File: src/hw/thmhy_defines.svh
// Register offsets, reset values and fixed figures of the hysteresis
// and offset register bank.
// Assumes inclusion by bare name from the package and modules.
`ifndef THMHY_DEFINES_SVH
`define THMHY_DEFINES_SVH

`define THMHY_ADDR_HYST_R1L 8'h6D
`define THMHY_ADDR_HYST_R2 8'h6E
`define THMHY_ADDR_TEST 8'h6F
`define THMHY_ADDR_OFF_R1 8'h70
`define THMHY_ADDR_OFF_LOC 8'h71
`define THMHY_ADDR_OFF_R2 8'h72

`define THMHY_RST_HYST_R1L 8'h44
`define THMHY_RST_HYST_R2 8'h40
`define THMHY_RST_TEST 8'h00
`define THMHY_RST_OFF 8'h00
`define THMHY_RDATA_UNMAPPED 8'h00

// Field positions
`define THMHY_HYST_HI_MSB 7
`define THMHY_HYST_HI_LSB 4
`define THMHY_HYST_LO_MSB 3
`define THMHY_HYST_LO_LSB 0
`define THMHY_TEST_ON_BIT 0

// Channel indices
`define THMHY_CH_R1 0
`define THMHY_CH_LOC 1
`define THMHY_CH_R2 2

// Temperature word: signed, two fraction bits (0.25 C per count)
`define THMHY_TEMP_W 10
`define THMHY_TEMP_MAX 10'h1FF
`define THMHY_TEMP_MIN 10'h200

`define THMHY_DUTY_FULL 8'hFF
`define THMHY_DUTY_OFF 8'h00
`define THMHY_OVT_DISABLE 8'h80

`endif

File: src/hw/thmhy_pkg.sv
// Types shared by the register bank and its channel logic.
// Assumes thmhy_defines.svh is on the include path.
`include "thmhy_defines.svh"

package thmhy_pkg;

    typedef logic [`THMHY_TEMP_W-1:0] thmhy_temp_t;
    typedef logic [7:0] thmhy_byte_t;
    typedef logic [3:0] thmhy_hyst_t;

    // Register bank and offset stage state
    typedef struct packed {
        thmhy_byte_t hyst_r1l;
        thmhy_byte_t hyst_r2;
        thmhy_byte_t test;
        thmhy_byte_t [2:0] off;
        thmhy_byte_t rdata;
        logic rvalid;
        thmhy_temp_t [2:0] temp;
        logic [2:0] tvalid;
    } thmhy_bank_s;

    // Per-channel fan state
    typedef struct packed {
        logic run;
        logic hot;
        thmhy_byte_t duty;
    } thmhy_chan_s;

endpackage

File: src/hw/thmhy_chan.sv
// One temperature channel: minimum-duty hysteresis band and the
// overtemperature full-scale hold, giving that channel's duty.
// Assumes corrected temperature arrives with a one-cycle valid pulse.
`timescale 1ns/1ps
`include "thmhy_defines.svh"

module thmhy_chan (
    input wire logic clk_sys_i,
    input wire logic rst_i,
    input wire logic temp_valid_i,
    input wire logic [`THMHY_TEMP_W-1:0] temp_i,
    input wire logic [3:0] hyst_i,
    input wire logic [7:0] tmin_i,
    input wire logic [7:0] overtemperature_limit_i,
    input wire logic [7:0] pwm_min_i,
    input wire logic [7:0] auto_duty_i,
    output logic run_o,
    output logic hot_o,
    output logic [7:0] duty_o
);

    thmhy_pkg::thmhy_chan_s st_ff;
    thmhy_pkg::thmhy_chan_s nxt_st;

    logic signed [11:0] t12;
    logic signed [11:0] tmin12;
    logic signed [11:0] lim12;
    logic signed [11:0] hyst12;
    logic [7:0] floor_duty;

    always_comb begin
        nxt_st = st_ff;
        // Degrees to quarter degrees, to 12 bits; hysteresis zero extended, the rest sign extended
        t12 = {{2{temp_i[`THMHY_TEMP_W-1]}}, temp_i};
        tmin12 = {{2{tmin_i[7]}}, tmin_i, 2'b00};
        lim12 = {{2{overtemperature_limit_i[7]}}, overtemperature_limit_i,
            2'b00};
        hyst12 = {6'h00, hyst_i, 2'b00};
        if (temp_valid_i) begin
            // Above start: run; hold min duty down to start - hyst
            if (t12 > tmin12) begin
                nxt_st.run = 1'b1;
            end else if (t12 <= tmin12 - hyst12) begin
                nxt_st.run = 1'b0;
            end
            if (overtemperature_limit_i == `THMHY_OVT_DISABLE) begin
                nxt_st.hot = 1'b0;
            end else if (t12 > lim12) begin
                nxt_st.hot = 1'b1;
            end else if (t12 < lim12 - hyst12) begin
                nxt_st.hot = 1'b0;
            end
        end
        floor_duty = (auto_duty_i < pwm_min_i) ? pwm_min_i : auto_duty_i;
        if (nxt_st.hot) begin
            nxt_st.duty = `THMHY_DUTY_FULL;
        end else if (nxt_st.run) begin
            nxt_st.duty = floor_duty;
        end else begin
            nxt_st.duty = `THMHY_DUTY_OFF;
        end
    end

    always_ff @(posedge clk_sys_i) begin
        if (rst_i) begin
            st_ff <= '0;
        end else begin
            st_ff <= nxt_st;
        end
    end

    assign run_o = st_ff.run;
    assign hot_o = st_ff.hot;
    assign duty_o = st_ff.duty;

endmodule // thmhy_chan

File: src/hw/thmhy_regs.sv
// Hysteresis, pin-tree test enable and temperature offset registers,
// the offset stage on new conversions, and three channel fan stages.
// Assumes the 2-wire bus slave outside presents one-cycle register
// read and write strobes with address and data, and that lock comes
// from the configuration block.
//
// Contract
// - Keep a 4-bit hysteresis per channel, applied to fan and overtemp.
// - Below start temperature, hold minimum duty until start minus hysteresis.
// - Hysteresis spans 0 to 15 C in one-degree steps.
// - Above overtemp limit, full duty until below limit minus hysteresis.
// - With lock set, writes to both hysteresis registers are ignored.
// - Bit 0 of register 0x6F turns the pin-tree test mode on or off.
// - Signed quarter-degree offset at 0x70 added to remote 1 result.
// - Signed quarter-degree offset at 0x71 added to local result.
// - Signed quarter-degree offset at 0x72 added to remote 2 result.
// - With lock set, writes to the three offset registers are ignored.
// - Reset loads 0x44 into 0x6D and 0x40 into 0x6E.
// - Offset and test enable registers reset to zero.
`timescale 1ns/1ps
`include "thmhy_defines.svh"

module thmhy_regs (
    input wire logic clk_sys_i,
    input wire logic rst_i,
    input wire logic [7:0] reg_addr_i,
    input wire logic reg_wr_i,
    input wire logic [7:0] reg_wdata_i,
    input wire logic reg_rd_i,
    output logic [7:0] reg_rdata_o,
    output logic reg_rvalid_o,
    input wire logic cfg_lock_i,
    input wire logic [2:0] raw_valid_i,
    input wire logic [2:0][`THMHY_TEMP_W-1:0] raw_temp_i,
    input wire logic [2:0][7:0] tmin_i,
    input wire logic [2:0][7:0] overtemperature_limit_i,
    input wire logic [2:0][7:0] pwm_min_i,
    input wire logic [2:0][7:0] auto_duty_i,
    output logic [2:0][`THMHY_TEMP_W-1:0] temp_o,
    output logic [2:0] temp_valid_o,
    output logic [2:0] fan_run_o,
    output logic [2:0] overtemp_o,
    output logic [2:0][7:0] duty_o,
    output logic pin_tree_test_on_o
);

    thmhy_pkg::thmhy_bank_s st_ff;
    thmhy_pkg::thmhy_bank_s nxt_st;

    logic [2:0][3:0] hyst;

    // Signed add of a quarter-degree offset, clipped to the word range
    function automatic thmhy_pkg::thmhy_temp_t sat_add(
        input thmhy_pkg::thmhy_temp_t raw,
        input thmhy_pkg::thmhy_byte_t off
    );
        logic [`THMHY_TEMP_W:0] sum;
        sum = {raw[`THMHY_TEMP_W-1], raw}
            + {{(`THMHY_TEMP_W-7){off[7]}}, off};
        if (sum[`THMHY_TEMP_W] != sum[`THMHY_TEMP_W-1]) begin
            sat_add = sum[`THMHY_TEMP_W] ? `THMHY_TEMP_MIN
                : `THMHY_TEMP_MAX;
        end else begin
            sat_add = sum[`THMHY_TEMP_W-1:0];
        end
    endfunction

    // Writable while unlocked, used for every lock-protected register
    function automatic logic lockable_hit(
        input logic [7:0] addr,
        input logic [7:0] target,
        input logic wr,
        input logic lock
    );
        lockable_hit = wr && !lock && (addr == target);
    endfunction

    always_comb begin
        nxt_st = st_ff;
        nxt_st.rvalid = 1'b0;
        nxt_st.tvalid = 3'b000;

        // Register writes
        if (lockable_hit(reg_addr_i, `THMHY_ADDR_HYST_R1L, reg_wr_i,
                cfg_lock_i)) begin
            nxt_st.hyst_r1l = reg_wdata_i;
        end
        if (lockable_hit(reg_addr_i, `THMHY_ADDR_HYST_R2, reg_wr_i,
                cfg_lock_i)) begin
            nxt_st.hyst_r2 = reg_wdata_i;
        end
        if (reg_wr_i && reg_addr_i == `THMHY_ADDR_TEST) begin
            nxt_st.test = reg_wdata_i;
        end
        if (lockable_hit(reg_addr_i, `THMHY_ADDR_OFF_R1, reg_wr_i,
                cfg_lock_i)) begin
            nxt_st.off[`THMHY_CH_R1] = reg_wdata_i;
        end
        if (lockable_hit(reg_addr_i, `THMHY_ADDR_OFF_LOC, reg_wr_i,
                cfg_lock_i)) begin
            nxt_st.off[`THMHY_CH_LOC] = reg_wdata_i;
        end
        if (lockable_hit(reg_addr_i, `THMHY_ADDR_OFF_R2, reg_wr_i,
                cfg_lock_i)) begin
            nxt_st.off[`THMHY_CH_R2] = reg_wdata_i;
        end

        // Register reads, answered next cycle
        if (reg_rd_i) begin
            nxt_st.rvalid = 1'b1;
            if (reg_addr_i == `THMHY_ADDR_HYST_R1L) begin
                nxt_st.rdata = st_ff.hyst_r1l;
            end else if (reg_addr_i == `THMHY_ADDR_HYST_R2) begin
                nxt_st.rdata = st_ff.hyst_r2;
            end else if (reg_addr_i == `THMHY_ADDR_TEST) begin
                nxt_st.rdata = st_ff.test;
            end else if (reg_addr_i == `THMHY_ADDR_OFF_R1) begin
                nxt_st.rdata = st_ff.off[`THMHY_CH_R1];
            end else if (reg_addr_i == `THMHY_ADDR_OFF_LOC) begin
                nxt_st.rdata = st_ff.off[`THMHY_CH_LOC];
            end else if (reg_addr_i == `THMHY_ADDR_OFF_R2) begin
                nxt_st.rdata = st_ff.off[`THMHY_CH_R2];
            end else begin
                nxt_st.rdata = `THMHY_RDATA_UNMAPPED;
            end
        end

        // Offset stage on each new conversion, current offset value
        for (int ch = 0; ch < 3; ch++) begin
            if (raw_valid_i[ch]) begin
                nxt_st.temp[ch] = sat_add(raw_temp_i[ch],
                    st_ff.off[ch]);
                nxt_st.tvalid[ch] = 1'b1;
            end
        end
    end

    always_ff @(posedge clk_sys_i) begin
        if (rst_i) begin
            st_ff.hyst_r1l <= `THMHY_RST_HYST_R1L;
            st_ff.hyst_r2 <= `THMHY_RST_HYST_R2;
            st_ff.test <= `THMHY_RST_TEST;
            st_ff.off <= {3{`THMHY_RST_OFF}};
            st_ff.rdata <= 8'h00;
            st_ff.rvalid <= 1'b0;
            st_ff.temp <= '0;
            st_ff.tvalid <= 3'b000;
        end else begin
            st_ff <= nxt_st;
        end
    end

    // Nibble map of the hysteresis registers
    assign hyst[`THMHY_CH_R1] =
        st_ff.hyst_r1l[`THMHY_HYST_HI_MSB:`THMHY_HYST_HI_LSB];
    assign hyst[`THMHY_CH_LOC] =
        st_ff.hyst_r1l[`THMHY_HYST_LO_MSB:`THMHY_HYST_LO_LSB];
    assign hyst[`THMHY_CH_R2] =
        st_ff.hyst_r2[`THMHY_HYST_HI_MSB:`THMHY_HYST_HI_LSB];

    // Channel fan stages see only corrected temperatures
    genvar gc;
    generate
        for (gc = 0; gc < 3; gc++) begin : g_chan
            thmhy_chan u_chan (
                .clk_sys_i(clk_sys_i),
                .rst_i(rst_i),
                .temp_valid_i(st_ff.tvalid[gc]),
                .temp_i(st_ff.temp[gc]),
                .hyst_i(hyst[gc]),
                .tmin_i(tmin_i[gc]),
                .overtemperature_limit_i(overtemperature_limit_i[gc]),
                .pwm_min_i(pwm_min_i[gc]),
                .auto_duty_i(auto_duty_i[gc]),
                .run_o(fan_run_o[gc]),
                .hot_o(overtemp_o[gc]),
                .duty_o(duty_o[gc])
            );
        end
    endgenerate

    assign reg_rdata_o = st_ff.rdata;
    assign reg_rvalid_o = st_ff.rvalid;
    assign temp_o = st_ff.temp;
    assign temp_valid_o = st_ff.tvalid;
    assign pin_tree_test_on_o = st_ff.test[`THMHY_TEST_ON_BIT];

endmodule // thmhy_regs
File: config.mk
export PLATFORM = sky130hd
export DESIGN_NAME = thmhy_regs
export DESIGN_NICKNAME = d
export VERILOG_FILES = /design/src/hw/thmhy_pkg.sv /design/src/hw/thmhy_chan.sv /design/src/hw/thmhy_regs.sv
export VERILOG_INCLUDE_DIRS = /design/src /design/src/hw
export SDC_FILE = /design/constraint.sdc
export NUM_CORES = 1
export LEC_CHECK = 0
export CAP_MARGIN = 15
export CORE_MARGIN = 4
export CORE_UTILIZATION = 45
export CTS_CLUSTER_DIAMETER = 40
export DETAILED_ROUTE_END_ITERATION = 12
export DONT_BUFFER_PORTS = 1
export PLACE_DENSITY_LB_ADDON = 0.25
export SYNTH_ARGS = -nofsm -noshare
export SYNTH_HDL_FRONTEND = slang
export SYNTH_HIERARCHICAL = 1
export SYNTH_SLANG_ARGS = --single-unit
export TNS_END_PERCENT = 100
File: constraint.sdc
create_clock -name clk_sys_i -period 3.18 [get_ports clk_sys_i]
set_clock_uncertainty 0.1 [all_clocks]
set_input_delay 0.159 -clock clk_sys_i [delete_from_list [all_inputs] [get_ports clk_sys_i]]
set_output_delay 0.159 -clock clk_sys_i [all_outputs]
set_load 0.02 [all_outputs]
# Yosys cells after proc, flatten, opt, wreduce, memory -nomap -nowiden
# Index checks and enable logic that the tools add are counted.
[totals]
rom_bits = 0
latch_bits = 0
ff_bits = 120
n_memories = 0
ram_bits = 0
input_bits = 150
[op_classes]
order_cmp = 15
muxes = 43
bitwise_logic = 0
n_eq_ne = 12
div = 0
reduce_logical = 8
shift = 0
multipliers = 0
n_addsub = 9
[ops]
columns = ["op", "count"]
rows = [
  ["$mux 8", 15],
  ["$sub 10x7->11", 6],
  ["$gt 10x10->1", 6],
  ["$mux 10", 6],
  ["$eq 8x7->1 const B", 6],
  ["$add 10x8->11", 3],
  ["$le 10x11->1", 3],
  ["$lt 10x11->1", 3],
  ["$eq 8x8->1 const B", 3],
  ["$lt 8x8->1", 3],
  ["$mux 1", 19],
  ["$logic_and 1x1->1", 7],
  ["$mux 2", 3],
  ["$ne 1x1->1", 3],
  ["$logic_not 1->1", 1],
]

# Depth between registers and ports, before layout
[depth]
ltp_word = 8
depth_mapped = 15
mapped_depth_nobuf = 15

# Cells and area by module
# The synthesis kept the hierarchy.
[by_module_without_submodules]
columns = ["module", "n_inst", "cells_per_inst", "area_per_inst_um2", "seq_area_each_um2"]
rows = [
  ["thmhy_regs", 1, 643, 5560.3, 1801.7],
  ["thmhy_chan at g_chan[1].u_chan", 1, 215, 1848.0, 200.2],
  ["thmhy_chan at g_chan[0].u_chan", 1, 218, 1810.5, 200.2],
  ["thmhy_chan at g_chan[2].u_chan", 1, 216, 1809.2, 200.2],
]

# Worst setup path before layout
# Ideal clock, no wire load.
[synth_path]
path_kind = "register to register"
from = "register st_ff (netlist bit hyst[1])"
to = "register g_chan[0].u_chan.st_ff (netlist bit g_chan[0].u_chan/duty_o[0])"
stages_incl_launch_ff = 16
period_less_slack_ns = 3.023
setup_ns = 0.127
path_slack_ns = 0.157
arrival_time_ns = 2.796
cell_sequence = "dfxtp_1 -> inv_1 -> ha_1 -> nor2b_1 -> o21a_1 -> o21ai_1 -> nand2b_1 -> nor2_1 -> xnor2_1 -> ha_1 -> and4_1 -> o211ai_1 -> a21oi_1 -> a2111oi_2 -> a2bb2oi_4 -> o21ai_1"
[synth_via]
elab_chain_len = 7
[synth_rtl]
columns = ["item", "line_no", "source"]
rows = [
  ["start, declared", "thmhy_regs.sv:47", "thmhy_pkg::thmhy_bank_s st_ff;"],
  ["start signal, assigned", "thmhy_regs.sv:149", "st_ff <= nxt_st;"],
  ["$sub 10x7->11, on equally long branches", "thmhy_chan.sv:43, thmhy_chan.sv:50", ""],
  ["$le 10x11->1 or $lt 10x11->1 (tied branches)", "thmhy_chan.sv:43, thmhy_chan.sv:50", ""],
  ["$mux 1, on equally long branches", "thmhy_chan.sv:43, thmhy_chan.sv:50", ""],
  ["$mux 1, on equally long branches", "thmhy_chan.sv:41, thmhy_chan.sv:48", ""],
  ["$mux 2 *", "thmhy_chan.sv:39", "if (temp_valid_i) begin"],
  ["$mux 8 or $mux 2 (tied branches)", "thmhy_chan.sv:57, thmhy_chan.sv:39", ""],
  ["$mux 8 *", "thmhy_chan.sv:55", "if (nxt_st.hot) begin"],
  ["end signal, assigned", "thmhy_chan.sv:68", "st_ff <= nxt_st;"],
  ["end, declared", "thmhy_chan.sv:22", "thmhy_pkg::thmhy_chan_s st_ff;"],
]
# Every way passes the cells marked *; elsewhere a longest branch is shown, timed or not.
# A chain may end at the register's enable or synchronous reset.

# Worst setup path after layout
[layout_path]
from = "register st_ff (netlist bit hyst[0])"
to = "register g_chan[0].u_chan.st_ff (netlist bit g_chan[0].u_chan/duty_o[0])"
# The elaborated chain is that of the path after synthesis.

==> results.md <==
* Die area at 27100 sq um
* Slowest CP cell: a2111oi_4
* Post-synthesis cell count at 1292
* Compound-Gate Fraction of Synth Area at 18.4%
* CP Capture Type: register
* Total power at 4750 uW
* Total wire length at 30500 um
* CP required at 3.38 ns
* Seq/Total Area, Yosys at 21.8%
* Switch Pwr at 1500 uW
* Crit path time final at 3.13 ns
* CTS tree: done
* Peak Freq at 0.319 GHz
* Final Util at 52.0%
* Remaining DRCs at 0
* First-pass GRT wire length at 46200 um
* Nets at 1657
* Part of the power in the clock network at 41.4%
* Iter 0 DRT Violations at 457
* Vias in the first global route at 9067
* Syn nets at 1625
* Setup violations, final at 0
* Largest net degree at the start of global routing at 91
* Hold crit path type: in -> reg
* Starting Density at 45.5%
* Critical path startpoint category: register
* Clk buf depth at 2
* I/O pin count at 223
* Internal Power at 3250 uW
* Status: finished clean
* DRT Pass-1 Iters at 5
* Ys flop type: dfxtp_1
* IO Port Bufs at 0
* Crit Path Class: reg -> reg
* Via count at 9232
* Critical path fanouts, max at 5
* Worst vdd ir at 0.000327 V
* RSZ-0062 raised after global routing: true
* Remaining global-route overflow at 0
* Post-synthesis xor/xnor area fraction at 4.52%
* Placed inst area at 11100 sq um
* Share of post-route cells with drive strength above 1 at 10.8%
* Skew-Pair Late Insertion Delay at 0.42 ns
* Mapped cell area at 11000 sq um
* Leakage Power at 0.00567 uW
* Pwr dens at 377 nW/um^2
* Synth warn at 6
* Die Wd at 165 um
* Vias per inst at 5.55
* Row count at 57
* Top cells by area, synth: dfxtp_1 (22%), ha_1 (20%), mux2i_1 (7.9%)
* Area Growth Syn to Fin at 14.4%
* Post-DP HPWL at 22800 um
* Post-synth EDFFs at 0
* Routability cong. at 0.896
* DR WL/cell at 18.3 um
* Clk sinks at 120
* CP max stage delay at 0.47 ns
* #FFs+latches synth at 120
* Core box area at 24200 sq um
* Clock transition at path regs at 0.06 ns
* Combinational power share at 21.5%
* Cell Chain, Critical Path: ha_4 > fa_1 > nor2b_1 > o21ai_1 > nand2b_1 > nor3_2 > a21oi_1 > ha_1 > and4_4 > o211ai_1 > a21oi_2 > a2111oi_4 > a2bb2oi_4 > o21ai_1
* Sequential Power Share at 37.0%
* Tightest Pin Transition at 0.874 ns
* Max Cap Viol at 0
* Relative slew slack at 41.2%
* Post-Synth Adder-Cell Area at 22.3%
* Syn Area/Cell at 8.54 sq um
* Max H-tree Level at 4
* Cell area after layout at 12600 sq um
* CP arrival at 3.34 ns
* Most frequent CP cell: o21ai_1
* Clock root cell: clkbuf_16
* Simple-gate share of the synthesized area at 17.3%
* Tot GR Track Use at 21.2%
* Max Slew Vio Count at 0
* Post-route ant nets at 0
* Net Sw Frac at 31.6%
* Final worst path period share at 98.5%
* Final Hold Fails at 0
* Post-synth top area share at 21.8%
* Largest family of logic cells by synthesized area: adder cells
* TritonCTS buffer count at 17
* Mux share of post-synthesis cell area at 7.90%
* Initial antenna violation count at 4
* DIE HEIGHT at 165 um
* Distinct cells, synth at 81
* Share of flip-flops with an asynchronous set or reset at 0%
* Synth area leader: dfxtp_1
timing repair:
item / in CTS / in global routing
resized for setup: 0 / 46
setup buffers: 0 / 5
endpoints found under the hold margin: 115 / 1
setup endpoints to repair: 8 / 31
pin swaps: 1 / 27
hold buffers: 63 / 1
cloned: 0 / 3
routing by layer:
| layer | vias up | GRT usage [%] | share of wire, % |
|---|---|---|---|
| met3 | 46 | 6.44 | 8.0 |
| met5 | - | 0 | 0.085 |
| li1 | 4677 | - | - |
| met4 | 4 | 5.29 | 2.0 |
| met1 | 4256 | 26.5 | 44 |
| met2 | 249 | 35.8 | 46 |
cells in the final DEF (no fill, tap or decap), drive strengths merged, types with 36 or more instances in the layout:
cell,n
nor2,134
dlygate4sd3,63
o21ai,91
nor2b,45
inv,110
nand2,69
mux2i,87
xnor2,36
dfxtp,120
ha,174
a21oi,76
synth_stat cells, types with 3 or more instances:
master,number
a2111oi_4,3
a211o_1,5
a211oi_1,11
a211oi_2,9
a21o_1,19
a21oi_1,73
a311oi_1,9
a31oi_1,14
and3_1,3
buf_2,6
buf_4,43
clkbuf_1,18
clkbuf_8,3
dfxtp_1,120
fa_1,9
ha_1,174
inv_1,99
inv_2,4
maj3_2,9
mux2i_1,87
nand2_1,68
nand2b_1,25
nand3_1,25
nand3b_1,3
nand4_1,17
nand4b_1,4
nor2_1,133
nor2b_1,45
nor3_1,22
nor4_1,6
nor4b_1,3
o211ai_1,6
o21a_1,11
o21ai_0,40
o21ai_1,48
o21ai_2,3
or3_1,4
xnor2_1,35
xor2_1,20
cells by family after synthesis:
family | count (synthesis)
buffers and inverters | 175
AO/OA/AOI/OAI | 286
XOR/XNOR | 56
multiplexers | 87
adder cells (fa/ha/maj) | 192
AND/OR/NAND/NOR | 376
flip-flops | 120
stage by stage:
step / std cells / hold slack [ns] / setup slack [ns] / setup TNS, ns
after global placement: 1557 / 0.149 / 0.0652 / 0
after CTS: 1652 / 0.00684 / 0.00997 / 0
after floorplan: 1292 / 0.177 / 0.157 / 0
after detailed placement: 1557 / 0.148 / -0.0340 / -0.209
after global routing: 1663 / 0.0465 / -0.156 / -1.12
final: 1663 / 0.0288 / 0.0473 / 0
power groups by stage:
| stage | clock network [uW] | registers, uW | logic (uW) |
|---|---|---|---|
| 2_1_floorplan | 0 | 1720 | 781 |
| 3_3_place_gp | 0 | 1790 | 797 |
| 3_5_place_dp | 0 | 1790 | 820 |
| 4_1_cts | 2010 | 1760 | 961 |
| 5_1_grt | 2080 | 1770 | 1150 |
| 6_report | 1970 | 1760 | 1020 |
state kept, by name, indices dropped and copies added, names as in the netlist:
register              flops
st_ff                    35
temp_valid_o              3
reg_rvalid_o              1
g_chan.u_chan/run_o       3
hyst                     12
temp_o                   30
reg_rdata_o               8
g_chan.u_chan/duty_o     24
g_chan.u_chan/hot_o       3
pin_tree_test_on_o        1
path summary, 6_finish.rpt:
check                               startpoint                    endpoint  slack [ns]  cells after the start
worst max-delay path                   hyst[0]  g_chan[0].u_chan/duty_o[0]        0.05                     14
worst min register to register       st_ff[76]                   st_ff[76]        0.40                      2
worst min-delay path            raw_temp_i[20]                  temp_o[20]        0.03                      3
worst max register to register         hyst[0]  g_chan[0].u_chan/duty_o[0]        0.05                     14
final cells by class:
type,instances,area (sq um)
Clock buffer,17,425
Multi-Input combinational cell,1000,8010
Tap cell,324,405
Timing Repair Buffer,82,806
Antenna cell,2,5.00
Clock inverter,15,168
Fill cell,2237,11600
Sequential cell,120,2410
Inverter,103,387
critical path, delay by kind of cell (launching register included):
family          cells  cell delay, ns
simple gates        4            0.53
flops               1            0.34
compound gates      7            1.22
fa+ha+maj           3            0.84
No activity file was read; power rests on OpenSTA's default activity.
